File: config.mk
export PLATFORM = sky130hd
export DESIGN_NAME = urx_top
export DESIGN_NICKNAME = d
export VERILOG_FILES = /design/src/include/urx_pkg.sv /design/src/include/urx_buf_if.sv /design/src/hdl/urx_rxbuf.sv /design/src/hdl/urx_top.sv
export SDC_FILE = /design/constraint.sdc
export NUM_CORES = 1
export LEC_CHECK = 0
export ABC_AREA = 1
export BUFFER_PORTS_ARGS = -buffer_cell sky130_fd_sc_hd__buf_2
export CAP_MARGIN = 20
export CORE_MARGIN = 8
export CORE_UTILIZATION = 35
export CTS_BUF_LIST = sky130_fd_sc_hd__clkbuf_8
export CTS_CLUSTER_DIAMETER = 200
export DETAILED_ROUTE_END_ITERATION = 10
export PLACE_DENSITY = 0.66
export SLEW_MARGIN = 20
export SYNTH_ARGS = -nofsm -noshare
export SYNTH_HDL_FRONTEND = slang
export SYNTH_HIERARCHICAL = 1
export SYNTH_SLANG_ARGS = --single-unit
export TNS_END_PERCENT = 5
File: constraint.sdc
create_clock -name sys_clk -period 2.5 [get_ports sys_clk]
set_input_delay 0.125 -clock sys_clk [delete_from_list [all_inputs] [get_ports sys_clk]]
set_output_delay 0.125 -clock sys_clk [all_outputs]
set_load 0.005 [all_outputs]
File: src/include/urx_pkg.sv
// shared constants for the asynchronous serial receiver
// assumes a single 10 MHz system clock and a byte-addressed register view
package urx_pkg;
  // ----------------------------------------------------------------
  // register byte offsets
  // ----------------------------------------------------------------
  localparam int          URX_ADDR_W   = 5;
  localparam logic [4:0]  URX_REG_STAT = 5'h00;  // serial_status_reg_a
  localparam logic [4:0]  URX_REG_CTRL = 5'h04;  // serial_control_reg_b
  localparam logic [4:0]  URX_REG_FMT  = 5'h08;  // serial_control_reg_c
  localparam logic [4:0]  URX_REG_DATA = 5'h0C;  // serial_data_reg
  localparam logic [4:0]  URX_REG_BAUD = 5'h10;  // sample tick divisor
  // ----------------------------------------------------------------
  // field positions
  // ----------------------------------------------------------------
  localparam int URX_ST_RXC  = 7;  // rx_complete_flag
  localparam int URX_ST_FE   = 4;  // frame_error_flag
  localparam int URX_ST_DOR  = 3;  // overrun_flag
  localparam int URX_ST_PE   = 2;  // parity_error_flag
  localparam int URX_ST_DSPD = 1;  // double_speed_select
  localparam int URX_CT_IRQ  = 7;  // rx_complete_irq_enable
  localparam int URX_CT_RXEN = 4;  // receiver_enable
  localparam int URX_CT_SZ2  = 2;  // character size, top bit
  localparam int URX_CT_B9   = 1;  // rx_ninth_bit
  localparam int URX_FM_PEN  = 5;  // parity_enable_bit
  localparam int URX_FM_PODD = 4;  // parity_odd_select
  localparam int URX_FM_STOP = 3;  // stop_bit_count_select
  localparam int URX_FM_SZ   = 1;  // character size, low two bits at [2:1]
  // ----------------------------------------------------------------
  // reset values and timing
  // ----------------------------------------------------------------
  localparam logic [11:0] URX_BAUD_RST = 12'h019;  // plain default divisor
  localparam logic [2:0]  URX_SZ_RST   = 3'h3;     // eight data bits
  localparam logic [4:0]  URX_SPB_NORM = 5'h10;    // samples per bit, normal
  localparam logic [4:0]  URX_SPB_DBL  = 5'h08;    // samples per bit, double
  localparam logic [4:0]  URX_VOTE_NORM = 5'h08;   // first centre sample
  localparam logic [4:0]  URX_VOTE_DBL  = 5'h04;
  // ----------------------------------------------------------------
  // buffer entry layout
  // ----------------------------------------------------------------
  localparam int URX_E_W   = 12;
  localparam int URX_E_PE  = 9;
  localparam int URX_E_DOR = 10;
  localparam int URX_E_FE  = 11;
  typedef enum logic [1:0] {URX_IDLE, URX_START, URX_BITS} urx_state_t;
endpackage : urx_pkg

File: src/include/urx_buf_if.sv
// link between the receiver core and its two-entry character buffer
// assumes both ends run on the same system clock
`timescale 1ns/1ps
interface urx_buf_if #(parameter int W = 12);
  logic         push;   // write one entry
  logic         pop;    // drop the oldest entry
  logic         flush;  // empty the buffer at once
  logic [W-1:0] wdata;  // entry written
  logic [W-1:0] rdata;  // oldest entry
  logic         full;
  logic         empty;
  modport owner  (output push, pop, flush, wdata, input rdata, full, empty);
  modport buffer (input push, pop, flush, wdata, output rdata, full, empty);
endinterface : urx_buf_if

File: src/hdl/urx_rxbuf.sv
// two-entry receive buffer holding character plus per-frame status
// assumes the owner never pushes while full and never pops while empty
`timescale 1ns/1ps
module urx_rxbuf #(
  parameter int W = 12
) (
  // clock and reset
  input wire logic sys_clk,
  input wire logic rst_n,
  // buffer port
  urx_buf_if.buffer bif
);
  import urx_pkg::*;
  // ----------------------------------------------------------------
  // storage
  // ----------------------------------------------------------------
  logic [W-1:0] mem_q [2];  // two entries
  logic         wp_q;       // write slot
  logic         rp_q;       // read slot
  logic [1:0]   cnt_q;      // entries held

  // slot contents, written only on push
  always_ff @(posedge sys_clk) begin
    if (bif.push) begin
      mem_q[wp_q] <= bif.wdata;
    end
  end

  // pointers and fill count; flush overrides everything
  always_ff @(posedge sys_clk) begin
    if (!rst_n || bif.flush) begin
      wp_q  <= 1'b0;
      rp_q  <= 1'b0;
      cnt_q <= 2'h0;
    end else begin
      if (bif.push) wp_q <= ~wp_q;
      if (bif.pop) rp_q <= ~rp_q;
      cnt_q <= cnt_q + {1'b0, bif.push} - {1'b0, bif.pop};
    end
  end

  assign bif.rdata = mem_q[rp_q];
  assign bif.full  = (cnt_q == 2'h2);
  assign bif.empty = (cnt_q == 2'h0);
endmodule : urx_rxbuf

File: src/hdl/urx_top.sv
// asynchronous serial receiver: oversampled start detection, majority vote,
// parity check, two-entry status buffer, Avalon-MM register slave
// assumes a 10 MHz system clock and an unsynchronised serial input pin
//
// Our own choices: the register offsets and the Avalon-MM slave port.
`timescale 1ns/1ps
module urx_top (
  // clock and reset
  input  wire logic                          sys_clk,
  input  wire logic                          rst_n,
  // avalon-mm slave
  input  wire logic [urx_pkg::URX_ADDR_W-1:0] avs_address,
  input  wire logic                          avs_read,
  input  wire logic                          avs_write,
  input  wire logic [31:0]                   avs_writedata,
  output logic      [31:0]                   avs_readdata,
  output logic                               avs_waitrequest,
  // serial line
  input  wire logic                          serial_rx_pin,
  output logic                               rx_pin_override,
  // interrupt request
  output logic                               rx_complete_irq
);
  import urx_pkg::*;
  // ----------------------------------------------------------------
  // configuration registers
  // ----------------------------------------------------------------
  logic        irq_en_q;    // rx_complete_irq_enable
  logic        rxen_q;      // receiver_enable
  logic        dspd_q;      // double_speed_select
  logic        par_en_q;    // parity_enable_bit
  logic        par_odd_q;   // parity_odd_select
  logic        stop_sel_q;  // stop_bit_count_select, no effect on reception
  logic [2:0]  size_q;      // character size code
  logic [11:0] baud_div_q;  // sample tick divisor

  // ----------------------------------------------------------------
  // bus handshake
  // ----------------------------------------------------------------
  logic        req;    // any request present
  logic        ack_q;  // second cycle of a request
  logic        acc;    // request taken at this edge
  logic [31:0] rd_d;   // read mux
  logic [31:0] rd_q;

  // ----------------------------------------------------------------
  // receive datapath
  // ----------------------------------------------------------------
  logic             rx_m_q, rx_s_q;  // pin synchroniser
  logic [11:0]      baud_cnt_q;
  logic             tick;            // one sample period
  urx_state_t       state_q;
  logic [4:0]       cnt_q;           // sample number within a bit
  logic [3:0]       idx_q;           // bit position after start
  logic             s1_q, s2_q;      // first two centre samples
  logic [8:0]       shr_q;           // data shift register
  logic             pbit_q;          // received parity bit
  logic             vote;            // three-sample majority
  logic [4:0]       spb, v1;
  logic [3:0]       nbits;
  logic [8:0]       aligned;
  logic             start_acc, done, is_vote;
  logic [URX_E_W-1:0] pend_q;        // waiting character
  logic             pend_v_q;
  logic             dor_pend_q;      // loss not yet reported
  logic             lost;
  logic [URX_E_W-1:0] head;          // next readable entry, masked when empty
  logic             rxc;
  urx_buf_if #(.W(URX_E_W)) bif ();
  urx_rxbuf #(.W(URX_E_W)) u_buf (
    .sys_clk (sys_clk),
    .rst_n   (rst_n),
    .bif     (bif)
  );

  // ----------------------------------------------------------------
  // avalon slave
  // ----------------------------------------------------------------
  // every access waits exactly one cycle so read data can come from a flop
  assign req             = avs_read | avs_write;
  assign acc             = req & ack_q;
  assign avs_waitrequest = req & ~ack_q;
  assign avs_readdata    = rd_q;
  // one-cycle wait generator
  always_ff @(posedge sys_clk) begin
    if (!rst_n) begin
      ack_q <= 1'b0;
    end else begin
      ack_q <= req & ~ack_q;
    end
  end
  // read mux; status of the head entry comes out ahead of its data
  always_comb begin
    rd_d = 32'h0000_0000;  // unmapped reads return zero
    unique case (avs_address)
      URX_REG_STAT: begin
        rd_d[URX_ST_RXC]  = rxc;
        rd_d[URX_ST_FE]   = head[URX_E_FE];
        rd_d[URX_ST_DOR]  = head[URX_E_DOR];
        rd_d[URX_ST_PE]   = head[URX_E_PE];
        rd_d[URX_ST_DSPD] = dspd_q;
      end
      URX_REG_CTRL: begin
        rd_d[URX_CT_IRQ]  = irq_en_q;
        rd_d[URX_CT_RXEN] = rxen_q;
        rd_d[URX_CT_SZ2]  = size_q[2];
        rd_d[URX_CT_B9]   = head[8];
      end
      URX_REG_FMT: begin
        rd_d[URX_FM_PEN]  = par_en_q;
        rd_d[URX_FM_PODD] = par_odd_q;
        rd_d[URX_FM_STOP] = stop_sel_q;
        rd_d[URX_FM_SZ+:2] = size_q[1:0];
      end
      URX_REG_DATA: rd_d[7:0] = head[7:0];
      URX_REG_BAUD: rd_d[11:0] = baud_div_q;
      default: rd_d = 32'h0000_0000;
    endcase
  end
  // read data captured in the wait cycle, stable at the accepting edge
  always_ff @(posedge sys_clk) begin
    if (!rst_n) begin
      rd_q <= 32'h0000_0000;
    end else if (avs_read && !ack_q) begin
      rd_q <= rd_d;
    end
  end
  // register writes; error flag positions have no storage at all
  always_ff @(posedge sys_clk) begin
    if (!rst_n) begin
      irq_en_q   <= 1'b0;
      rxen_q     <= 1'b0;
      dspd_q     <= 1'b0;
      par_en_q   <= 1'b0;
      par_odd_q  <= 1'b0;
      stop_sel_q <= 1'b0;
      size_q     <= URX_SZ_RST;
      baud_div_q <= URX_BAUD_RST;
    end else if (acc && avs_write) begin
      unique case (avs_address)
        URX_REG_STAT: dspd_q <= avs_writedata[URX_ST_DSPD];
        URX_REG_CTRL: begin
          irq_en_q  <= avs_writedata[URX_CT_IRQ];
          rxen_q    <= avs_writedata[URX_CT_RXEN];
          size_q[2] <= avs_writedata[URX_CT_SZ2];
        end
        URX_REG_FMT: begin
          par_en_q    <= avs_writedata[URX_FM_PEN];
          par_odd_q   <= avs_writedata[URX_FM_PODD];
          stop_sel_q  <= avs_writedata[URX_FM_STOP];
          size_q[1:0] <= avs_writedata[URX_FM_SZ+:2];
        end
        URX_REG_BAUD: baud_div_q <= avs_writedata[11:0];
        default: ;  // data register and holes: writes ignored
      endcase
    end
  end

  // ----------------------------------------------------------------
  // buffer control and interrupt
  // ----------------------------------------------------------------
  assign rxc             = ~bif.empty;
  assign head            = bif.empty ? '0 : bif.rdata;
  assign rx_complete_irq = irq_en_q & rxc;
  assign rx_pin_override = rxen_q;
  assign bif.flush       = ~rxen_q;
  assign bif.pop         = acc & avs_read & (avs_address == URX_REG_DATA)
                         & rxc;
  assign bif.push        = pend_v_q & ~bif.full;
  assign bif.wdata       = {pend_q[URX_E_FE], dor_pend_q,
                            pend_q[URX_E_PE:0]};

  // ----------------------------------------------------------------
  // pin synchroniser and sample tick
  // ----------------------------------------------------------------
  // idle-high reset keeps a disabled line from looking like a start bit
  always_ff @(posedge sys_clk) begin
    if (!rst_n) begin
      rx_m_q <= 1'b1;
      rx_s_q <= 1'b1;
    end else begin
      rx_m_q <= serial_rx_pin;
      rx_s_q <= rx_m_q;
    end
  end
  // divider makes the oversampling enable; stopped while disabled
  always_ff @(posedge sys_clk) begin
    if (!rst_n || !rxen_q || tick) begin
      baud_cnt_q <= 12'h000;
    end else begin
      baud_cnt_q <= baud_cnt_q + 12'h001;
    end
  end
  assign tick = rxen_q & (baud_cnt_q == baud_div_q);

  // ----------------------------------------------------------------
  // frame decode helpers
  // ----------------------------------------------------------------
  assign spb     = dspd_q ? URX_SPB_DBL : URX_SPB_NORM;
  assign v1      = dspd_q ? URX_VOTE_DBL : URX_VOTE_NORM;
  assign is_vote = tick & (cnt_q == v1 + 5'h02);
  assign vote    = (s1_q & s2_q) | (s1_q & rx_s_q) | (s2_q & rx_s_q);
  // character size: codes 0..3 give 5..8 bits, code 7 gives nine
  always_comb begin
    unique case (size_q)
      3'h0:    nbits = 4'h5;
      3'h1:    nbits = 4'h6;
      3'h2:    nbits = 4'h7;
      3'h7:    nbits = 4'h9;
      default: nbits = 4'h8;
    endcase
  end
  // lsb arrives first, so shift right and drop the unused low part
  assign aligned   = shr_q >> (4'h9 - nbits);
  assign start_acc = tick & (state_q == URX_IDLE) & ~rx_s_q;
  // the stop bit follows data and optional parity; later stop bits ignored
  assign done      = is_vote & (state_q == URX_BITS)
                   & (idx_q == nbits + {3'h0, par_en_q});
  assign lost      = start_acc & pend_v_q & bif.full;

  // ----------------------------------------------------------------
  // receive state machine
  // ----------------------------------------------------------------
  // disable wins at once: any frame in progress is dropped
  always_ff @(posedge sys_clk) begin
    if (!rst_n || !rxen_q) begin
      state_q <= URX_IDLE;
      cnt_q   <= 5'h00;
      idx_q   <= 4'h0;
    end else if (tick) begin
      unique case (state_q)
        URX_IDLE: begin
          if (!rx_s_q) begin
            state_q <= URX_START;
            cnt_q   <= 5'h02;  // this low sample is number one, next is two
          end
        end
        URX_START: begin
          cnt_q <= (cnt_q == spb) ? 5'h01 : cnt_q + 5'h01;
          if (is_vote) begin
            if (vote) begin
              state_q <= URX_IDLE;
            end else begin
              state_q <= URX_BITS;
              idx_q   <= 4'h0;
            end
          end
        end
        URX_BITS: begin
          cnt_q <= (cnt_q == spb) ? 5'h01 : cnt_q + 5'h01;
          if (is_vote) begin
            idx_q <= idx_q + 4'h1;
            if (done) begin
              state_q <= URX_IDLE;
            end
          end
        end
        default: state_q <= URX_IDLE;
      endcase
    end
  end
  // centre samples and bit capture
  always_ff @(posedge sys_clk) begin
    if (!rst_n) begin
      s1_q   <= 1'b1;
      s2_q   <= 1'b1;
      shr_q  <= 9'h000;
      pbit_q <= 1'b0;
    end else if (tick && state_q != URX_IDLE) begin
      if (cnt_q == v1) s1_q <= rx_s_q;
      if (cnt_q == v1 + 5'h01) s2_q <= rx_s_q;
      if (is_vote && state_q == URX_BITS) begin
        if (idx_q < nbits) begin
          shr_q <= {vote, shr_q[8:1]};
        end else if (idx_q == nbits && par_en_q) begin
          pbit_q <= vote;
        end
      end
    end
  end

  // ----------------------------------------------------------------
  // shift-register hold and overrun tracking
  // ----------------------------------------------------------------
  // a finished frame waits here until the buffer has room or a new start bit drops it
  always_ff @(posedge sys_clk) begin
    if (!rst_n || !rxen_q) begin
      pend_v_q <= 1'b0;
      pend_q   <= '0;
    end else if (done) begin
      pend_v_q <= 1'b1;
      pend_q[8:0]       <= aligned;
      pend_q[URX_E_FE]  <= ~vote;
      pend_q[URX_E_DOR] <= 1'b0;
      pend_q[URX_E_PE]  <= par_en_q
                         & ((^aligned ^ par_odd_q) != pbit_q);
    end else if (lost || bif.push) begin
      pend_v_q <= 1'b0;
    end
  end
  // loss is remembered until carried by the next stored character
  always_ff @(posedge sys_clk) begin
    if (!rst_n || !rxen_q) begin
      dor_pend_q <= 1'b0;
    end else if (lost) begin
      dor_pend_q <= 1'b1;
    end else if (bif.push) begin
      dor_pend_q <= 1'b0;
    end
  end
endmodule : urx_top

== Word level (Yosys, flattened, before mapping) ==
Memory sizes are Yosys's and may differ from the RTL's. A register that Yosys moved wholly into a read port is not among the register bits.
Index checks and enable logic that the tools add are counted.

* Output and inout port bits: 35
* RAM bits: 24
* Input bits: 42
* Memories: 1
* Flip-flop bits (word level): 88
* Logic and storage cells: 161

{| class="wikitable"
|+ Memory list
! name !! words !! width !! rd ports !! clocked after Yosys merged registers in !! write ports !! RTL line !! source
|-
| u_buf.mem_q || 2 || 12 || 1 || 1 || 1 || urx_rxbuf.sv:17 || <nowiki>logic [W-1:0] mem_q [2];</nowiki>
|}

* Equality and inequality tests: 23
* Bitwise logic cells: 32
* Shift operators: 1
* Magnitude comparators: 1
* Add/sub/neg operators: 9
* Multiplexer cells: 33
* Reduce and logical (&&, ||, !) cells: 34

{| class="wikitable"
|+ Operators by type and width
! kind !! number
|-
| $mux W4 || 5
|-
| $and A1 B1 Y1 || 19
|-
| $pmux W4 S4 || 1
|-
| $eq A5 B5 Y1 || 3
|-
| $mux W5 || 3
|-
| $add A12 B1 Y12 const B || 1
|-
| $eq A12 B12 Y1 || 1
|-
| $mux W12 || 1
|-
| $reduce_and A2 Y1 || 6
|-
| $eq A5 B4 Y1 const B || 2
|-
| $mux W2 || 5
|-
| $ne A2 B2 Y1 const B || 5
|-
| $pmux W2 S5 || 1
|-
| $pmux W5 S2 || 1
|-
| $reduce_and A5 Y1 || 2
|-
| $reduce_bool A2 Y1 || 5
|-
| $not A1 Y1 || 9
|-
| $reduce_xor A9 Y1 || 1
|-
| $shr A9 B4 Y9 || 1
|-
| $eq A4 B4 Y1 || 2
|-
| $mux W1 || 8
|-
| $pmux W1 S4 || 2
|-
| $pmux W4 S2 || 1
|-
| $pmux W2 S3 || 1
|-
| other kinds (32) || 47
|}

== Longest topological paths before layout ==
Gate-level depths: netlist (run 1).

* Depth in word-level cells: 9
* Gate-level depth with buffers: 23
* Gate-level depth less buffers: 22

== Cells and area by module ==
Netlist (run 1), hierarchy kept.

{| class="wikitable"
|+ Modules (own cells, without submodules)
! module !! cells each !! area each (µm²) !! seq. area each (µm²) !! times used
|-
| urx_top || 735 || 5,059.9 || 1,681.6 || 1
|-
| urx_rxbuf || 69 || 1,132.3 || 820.8 || 1
|}

== Worst setup path before layout (run 1) ==
No wires, ideal clock.

* Path type: register to register
* Start point: reg size_q[0]
* End point: reg pend_q[9]
* Stages on the path, launching flop included: 16
* Setup slack: 36 ps
* Period minus slack after synthesis: 2,464 ps
* Data required time: 2,433 ps
* Setup time: 67 ps
* Path buffers: 1
* Data arrival time: 2,397 ps
* Path through: dfxtp_1 > inv_2 > nand2_4 > nand2_4 > buf_6 > ha_1 > ha_1 > xnor2_1 > or2_2 > o21ai_0 > nand2_1 > nor2_2 > inv_1 > nor2_1 > nand3_1 > a21oi_2

* Word-level cells in the longest chain between the ends: 8
* Elaborated cells between the ends (all ways): 14
* Those cells by class: add/sub: 2; eq/ne: 5; shift: 1; mux: 1; bitwise: 3; reduce/logical: 2

{| class="wikitable"
|+ RTL lines
! what !! RTL line !! source
|-
| start, declared || urx_top.sv:34 || <nowiki>logic [2:0] size_q;</nowiki>
|-
| start signal, assigned || urx_top.sv:151 || <nowiki>size_q[1:0] <= avs_writedata[URX_FM_SZ+:2];</nowiki>
|-
| $eq A3 B3 Y1, or another cell as far along || urx_top.sv:205 || <nowiki>unique case (size_q)</nowiki>
|-
| $pmux W4 S4 (*) || urx_top.sv:205 ||
|-
| $sub A4 B4 Y4 || urx_top.sv:214 || <nowiki>assign aligned = shr_q >> (4'h9 - nbits);</nowiki>
|-
| $shr A9 B4 Y9 || urx_top.sv:214 ||
|-
| $reduce_xor A9 Y1 || urx_top.sv:296 || <nowiki>& ((^aligned ^ par_odd_q) != pbit_q);</nowiki>
|-
| $xor A1 B1 Y1 || urx_top.sv:296 ||
|-
| $ne A1 B1 Y1 || urx_top.sv:296 ||
|-
| $and A1 B1 Y1 || urx_top.sv:296 ||
|-
| end signal, assigned by index || urx_top.sv:293 || <nowiki>pend_q[URX_E_FE] <= ~vote;</nowiki>
|-
| end signal, assigned by index || urx_top.sv:295 || <nowiki>pend_q[URX_E_PE] <= par_en_q</nowiki>
|-
| end, declared || urx_top.sv:63 || <nowiki>logic [URX_E_W-1:0] pend_q;</nowiki>
|}

Every way passes the cells marked *; elsewhere a longest branch is shown, timed or not.
A chain may end at the register's enable or synchronous reset.

== Final worst setup path (run 1) ==
* Start point: reg size_q[2]
* End point: reg pend_q[9]

Same word-level chain as after synthesis.

==> results.tsv, run 1 <==
stage	metric	value	unit
timing	minimum clock period	2.33	ns
logic_synthesis	ys flop type	dfxtp_1	
finish	multi-input logic area	3110	um^2
cts	clk sinks	113	
drt	drt pass-1 iters	5	
global_routing	initial antenna violation count	0	
critical_path	Crit path arrival time	2.71	ns
cts	setup bufs post-CTS	0	
cts	CTS tree	done	
place	port bufs	36	
finish	commonest cells after routing, fill and taps aside	137 x nand2_1, 99 x inv_1, 86 x dfxtp_1	
logic_synthesis	number of flops mapped to enable cells by yosys	24	
cts	clk buf depth	2	
timing	Final WS setup	0.173	ns
logic_synthesis	post-synth cell types	51	
drt	Vias	5353	
drt	DR WL/cell	13.8	um
timing	final hold violation count	0	
timing	fin crit share	93.1	%
place	DP HPWL	11.7	mm
logic_synthesis	syn_area_per_cell	7.70	um^2
floorplan	die height	149	um
job	max cap viols	0	
critical_path	critical path fanouts, max	7	
finish	FILL cells	1753	
global_routing	largest net degree at the start of global routing	36	
logic_synthesis	Synth Register Bits	113	
logic_synthesis	Gate Count Post-Synth	804	
timing	Setup Skew	0.00787	ns
global_routing	first-pass GRT wire length	25.1	mm
floorplan	Die W	149	um
pwr	Leak	2.96	nW
cts	H-tree depth	4	
drt	DRT Wirelength	15.4	mm
floorplan	Starting Density	35.8	%
floorplan	total core area	17300	um^2
timing	WHS	0.0482	ns
pwr	Pwr Density	552	nW/um^2
cts	clock latency on the worst-skew pair	0.44	ns
global_routing	gr usage total	14.1	%
drt	Routed Antenna Nets	0	
logic_synthesis	synth warn	6	
finish	final core occ	41.9	%
critical_path	Crit. End Element	flop	
timing	Worst-Margin Slew	0.702	ns
timing	TNS Setup	0	ns
finish	most common cell after layout, fill and taps aside	nand2_1	
logic_synthesis	post-synthesis instance area	6190	um^2
place	GPL Wtd Cong	0.946	
critical_path	crit path launch type	flop	
drt	DR DRC count	0	
timing	unrepaired setup endpoints after global routing	yes	
finish	storage element area	2510	um^2
cts	CTS root buf	clkbuf_8	
finish	Synth-to-Final Area Change	17.1	%
logic_synthesis	FFs w/ async S/R, synth	0	%
timing	Max Clk Rate	430	MHz
timing	Relative slew margins	53.1	%
pwr	total power draw	4.00	mW
critical_path	Crit Path Category	flop to flop	
cts	Num CTS Buffers	17	
outcome	status	complete, no violations	
cts	Clock Pin Slew Worst Setup and Hold Paths	0.07	ns
hold_path	HP Class	input pin to flop	
global_routing	vias in the first global route	5149	
drt	Iteration-0 DRC Markers	307	
global_routing	GRT overflow	0	
timing	max-slew violations	0	
critical_path	Critical Path RT	2.88	ns
timing	Final setup viols	0	
place	Setup WS pre-CTS	0.0574	ns
floorplan	IO Count	77	
finish	nets@finish	938	
drt	drt via density	4.80	
finish	diode count	0	
finish	share of cells above drive strength 1	17.3	%
logic_synthesis	post-synthesis sequential area ratio	40.4	%
floorplan	Die ar.	22200	um^2
pwr	VDD IR-drop max	664	uV
floorplan	FP Rows	48	
repair_timing:
item                                    in CTS  in global routing
endpoints found under the setup margin       0                 19
hold endpoints to repair                    17                  0
hold buffers                                15                  0
resized for setup                            0                  9
synthesized netlist by cell type (2+ instances only):
library cell,n,area share [%]
a211oi_1,9,1.1
inv_2,5,0.30
buf_2,2,0.16
nand4_1,15,1.5
o21a_1,2,0.24
buf_6,4,0.73
nor4_1,3,0.30
a22oi_1,2,0.24
o22ai_1,3,0.30
nand3b_1,2,0.24
buf_4,21,2.5
edfxtp_1,24,12
nor2_2,6,0.61
or2_2,4,0.40
nand2_1,137,8.3
o211ai_1,4,0.48
nand3_4,2,0.57
clkbuf_1,10,0.61
o21ai_0,50,4.0
xor2_1,8,1.1
nor3_1,13,1.1
mux2_4,10,2.4
ha_1,19,3.8
dfxtp_1,89,29
a21oi_1,53,4.3
nor2_1,85,5.2
nand3_1,64,5.2
nand2_4,5,0.91
mux2_2,2,0.36
nand2_2,13,1.3
a221oi_1,2,0.28
a31oi_1,5,0.51
nand3_2,9,1.5
xnor2_1,6,0.85
inv_1,100,6.1
cell families after synthesis:
kind of cell,after synthesis,share of synthesized area (%)
adder cells (fa/ha/maj),19,3.84
multiplexers,12,2.79
XOR/XNOR,15,2.24
other,1,0.0606
AND/OR/NAND/NOR,363,27.7
flip-flops,113,40.4
AO/OA/AOI/OAI,136,12.3
buffers and inverters,145,10.6
final cells by class:
type / instances / share of cell area [%]
multi-input cells: 565 / 42.9
flip-flops and latches: 113 / 34.6
repair buffers: 73 / 6.83
inverters: 107 / 5.57
well taps: 225 / 3.88
clock buffers: 17 / 3.23
clock inverters: 15 / 2.99
worst paths after layout:
kind,startpoint,to,slack (ns),depth (start not counted)
worst min-delay path,avs_address[2],dspd_q,0.05,4
worst max register to register,size_q[2],pend_q[9],0.17,14
worst max-delay path,size_q[2],pend_q[9],0.17,14
worst min register to register,rx_m_q,rx_s_q,0.43,1
sequential cells by signal, summed over array words and instances, names as in the netlist, 2 cells and up, named ones only:
| register | cells |
|---|---|
| baud_div_q | 12 |
| u_buf/cnt_q | 2 |
| state_q | 2 |
| size_q | 3 |
| shr_q | 9 |
| pend_q | 11 |
| u_buf/mem_q | 24 |
| baud_cnt_q | 12 |
| avs_readdata | 12 |
| idx_q | 4 |
| cnt_q | 5 |
worst max-delay path, stage by stage, from the launching register on:
cell and delay [ns]:
dfxtp_2 0.38, inv_2 0.11, nand2_4 0.09, nand2_4 0.05, ha_1 0.19, ha_1 0.19, xnor2_1 0.13, or2_2 0.27
o21ai_0 0.14, nand2_1 0.11, nor2_2 0.14, inv_1 0.15, nor2_1 0.12, nand3_1 0.09, a21oi_2 0.11
metrics by stage:
stage / instance area, um^2 / instances
global placement: 6640 / 1068
CTS: 7240 / 1115
floorplan: 6260 / 823
finish: 7250 / 1115
global route: 7250 / 1115
detailed placement: 6640 / 1068
routing by layer:
| metal | track usage, % | vias up | part of all wire [%] |
|---|---|---|---|
| li1 | - | 2772 | - |
| met1 | 17.0 | 2423 | 45 |
| met2 | 23.4 | 141 | 47 |
| met3 | 3.94 | 17 | 6.1 |
| met4 | 5.35 | 0 | 1.7 |
| met5 | 0 | - | 0 |
power breakdown:
group	switching [mW]	internal, mW
registers	0.0108	1.87
clock network	0.776	1.18
logic	0.103	0.0697
No activity file was read; power rests on OpenSTA's default activity.
==> run 2, diff against run 1 <==
--- a/config.mk
+++ b/config.mk
@@ -10,9 +10,10 @@
 export CAP_MARGIN = 20
 export CORE_MARGIN = 8
 export CORE_UTILIZATION = 35
-export CTS_BUF_LIST = sky130_fd_sc_hd__clkbuf_8
+export CTS_BUF_LIST = sky130_fd_sc_hd__clkbuf_2 sky130_fd_sc_hd__clkbuf_4 sky130_fd_sc_hd__clkbuf_8
 export CTS_CLUSTER_DIAMETER = 200
 export DETAILED_ROUTE_END_ITERATION = 10
+export HOLD_SLACK_MARGIN = 0.05
 export PLACE_DENSITY = 0.66
 export SLEW_MARGIN = 20
 export SYNTH_ARGS = -nofsm -noshare
==> constraint.sdc (replaced) <==
create_clock -name sys_clk -period 2.5 [get_ports sys_clk]
set_input_delay 0.25 -clock sys_clk [delete_from_list [all_inputs] [get_ports sys_clk]]
set_output_delay 0.25 -clock sys_clk [all_outputs]
set_load 0.005 [all_outputs]
==> run 2 against run 1 <==
  * Sequential cell count unchanged
  * Register-to-register slack got worse by 0.03 ns
  * Fmax decreased by 1.4%
  * Power increased by 1.5%
  * Global-route usage decreased by 0.32 points
  * Sequential share of layout area increased by 0.17 points
  * First-iteration DRC count increased by 3.9%
  * Die area unchanged
  * Non-clock buffer count decreased by 7
  * Routed wire length decreased by 1.8%
==> results.tsv, run 2 (same netlist as run 1, synthesis figures left out) <==
stage	metric	value	unit
outcome	status	complete, no violations	
finish	Synth-to-Final Area Change	16.5	%
timing	Final WS setup	0.140	ns
finish	Final Non-Filler Cells	1108	
floorplan	total core area	17300	um^2
drt	Routed Antenna Nets	0	
finish	Biggest register	u_buf/mem_q	
timing	unrepaired setup endpoints after global routing	yes	
critical_path	Crit. End Element	flop	
global_routing	initial antenna violation count	0	
finish	share of cells above drive strength 1	18.6	%
finish	nets@finish	931	
finish	final core occ	41.7	%
finish	design area	7220	um^2
finish	most common cell after layout, fill and taps aside	nand2_1	
floorplan	FP Rows	48	
global_routing	GRT overflow	0	
drt	Vias	5371	
drt	DR WL/cell	13.6	um
floorplan	Die W	149	um
drt	DRT Wirelength	15.1	mm
finish	multi-input logic area	3130	um^2
timing	Max Clk Rate	424	MHz
timing	final hold violation count	0	
floorplan	die height	149	um
place	port bufs	36	
global_routing	vias in the first global route	4991	
floorplan	Starting Density	35.8	%
cts	clk sinks	113	
drt	DR DRC count	0	
drt	drt pass-1 iters	5	
timing	Setup Skew	0.0117	ns
place	placed insts	1069	
finish	number of flip-flops in the largest register	24	
cts	Clock Pin Slew Worst Setup and Hold Paths	0.07	ns
timing	max-slew violations	0	
drt	drt via density	4.85	
critical_path	Crit Path Category	flop to flop	
pwr	VDD IR-drop max	421	uV
global_routing	first-pass GRT wire length	24.5	mm
critical_path	critical path fanouts, max	7	
critical_path	cell breakdown of the critical path	buf_4, nand3_4, nand2_4, ha_1, ha_1, xnor2_1, or2_2, o21ai_1, nand2_2, nor2_4, inv_2, nor2_1, nand3_1, a21oi_2	
critical_path	Crit path arrival time	2.73	ns
pwr	Pwr Density	563	nW/um^2
cts	clk buf depth	2	
timing	Worst-Margin Slew	0.616	ns
critical_path	crit path launch type	flop	
place	Setup WS pre-CTS	0.0586	ns
finish	commonest cells after routing, fill and taps aside	136 x nand2_1, 98 x inv_1, 86 x dfxtp_1	
floorplan	IO Count	77	
place	GPL Wtd Cong	0.944	
global_routing	largest net degree at the start of global routing	36	
critical_path	most frequent CP cell	ha_1	
finish	diode count	0	
critical_path	Max stage delay cell, worst path	dfxtp_2	
pwr	Leak	2.97	nW
floorplan	Die ar.	22200	um^2
timing	Relative slew margins	58.8	%
timing	fin crit share	94.4	%
cts	Num CTS Buffers	17	
critical_path	Critical Path RT	2.87	ns
place	Placed Area	6640	um^2
cts	H-tree depth	4	
cts	CTS tree	done	
cts	CTS root buf	clkbuf_8	
drt	Iteration-0 DRC Markers	319	
hold_path	HP Class	input pin to flop	
global_routing	gr usage total	13.8	%
cts	clock latency on the worst-skew pair	0.44	ns
place	DP HPWL	11.5	mm
timing	Final setup viols	0	
job	max cap viols	0	
finish	storage element area	2510	um^2
finish	FILL cells	1736	
timing	minimum clock period	2.36	ns
critical_path	biggest cell delay along the critical path	0.34	ns
[run 2: cell count changes in the layout (fill, tap and decap cells not counted), moves of 2 or more]
| cell | before | now |
|---|---|---|
| dlygate4sd3_1 | 15 | 3 |
| clkbuf_4 | 0 | 2 |
| clkinv_4 | 2 | 0 |
| clkinvlp_4 | 4 | 2 |
| clkbuf_8 | 17 | 20 |
| buf_4 | 22 | 26 |
[run 2: final timing paths]
path / from / to / slack, ns / depth (start not counted)
worst max register to register: size_q[0] / pend_q[9] / 0.14 / 14
worst min register to register: rx_m_q / rx_s_q / 0.42 / 1
worst min-delay path: avs_writedata[3] / baud_div_q[3] / 0.07 / 3
worst max-delay path: size_q[0] / pend_q[9] / 0.14 / 14
[run 2: cell type report]
cell class              instances  area share, %
clock inverters                10           2.50
well taps                     225           3.90
clock buffers                  22           4.02
inverters                     107           5.64
multi-input cells             565           43.4
repair buffers                 66           5.77
flip-flops and latches        113           34.8
[run 2: critical path, delay by kind of cell, from the launching register on]
kind | cells | cell delay, ns
simple gates | 7 | 0.86
buf+inv | 2 | 0.28
xor+xnor | 1 | 0.13
compound gates | 2 | 0.28
flops | 1 | 0.34
fa+ha+maj | 2 | 0.40
[run 2: power breakdown]
group | switching (mW) | leakage [nW] | internal (mW) | total (mW)
Clock | 0.742 | 0.236 | 1.28 | 2.02
Sequential | 0.0113 | 0.885 | 1.87 | 1.88
Combinational | 0.101 | 1.85 | 0.0584 | 0.159
[run 2: metrics by stage]
stage / total power [mW] / hold WS (ns) / setup TNS (ns)
6_report: 4.06 / 0.0731 / 0
5_1_grt: 4.21 / 0.0722 / -0.0209
4_1_cts: 4.09 / 0.0536 / -0.0190
3_5_place_dp: 2.07 / 0.408 / 0
3_3_place_gp: 2.07 / 0.397 / 0
2_1_floorplan: 2.03 / 0.357 / 0
[run 2: repair_timing]
action                                 4_1_cts  5_1_grt
pin swaps                                    0        3
hold buffers                                 3        0
setup endpoints to repair                    5       18
gates cloned                                 0        1
gates resized for setup                      1       19
endpoints found under the hold margin        3        0
setup buffers                                0        3
[run 2: metal layers]
layer	part of all wire [%]	up-vias	track usage [%]
li1	-	2765	-
met1	46	2435	16.8
met2	46	142	22.3
met3	5.8	29	3.94
met4	2.6	0	5.65
met5	0	-	0
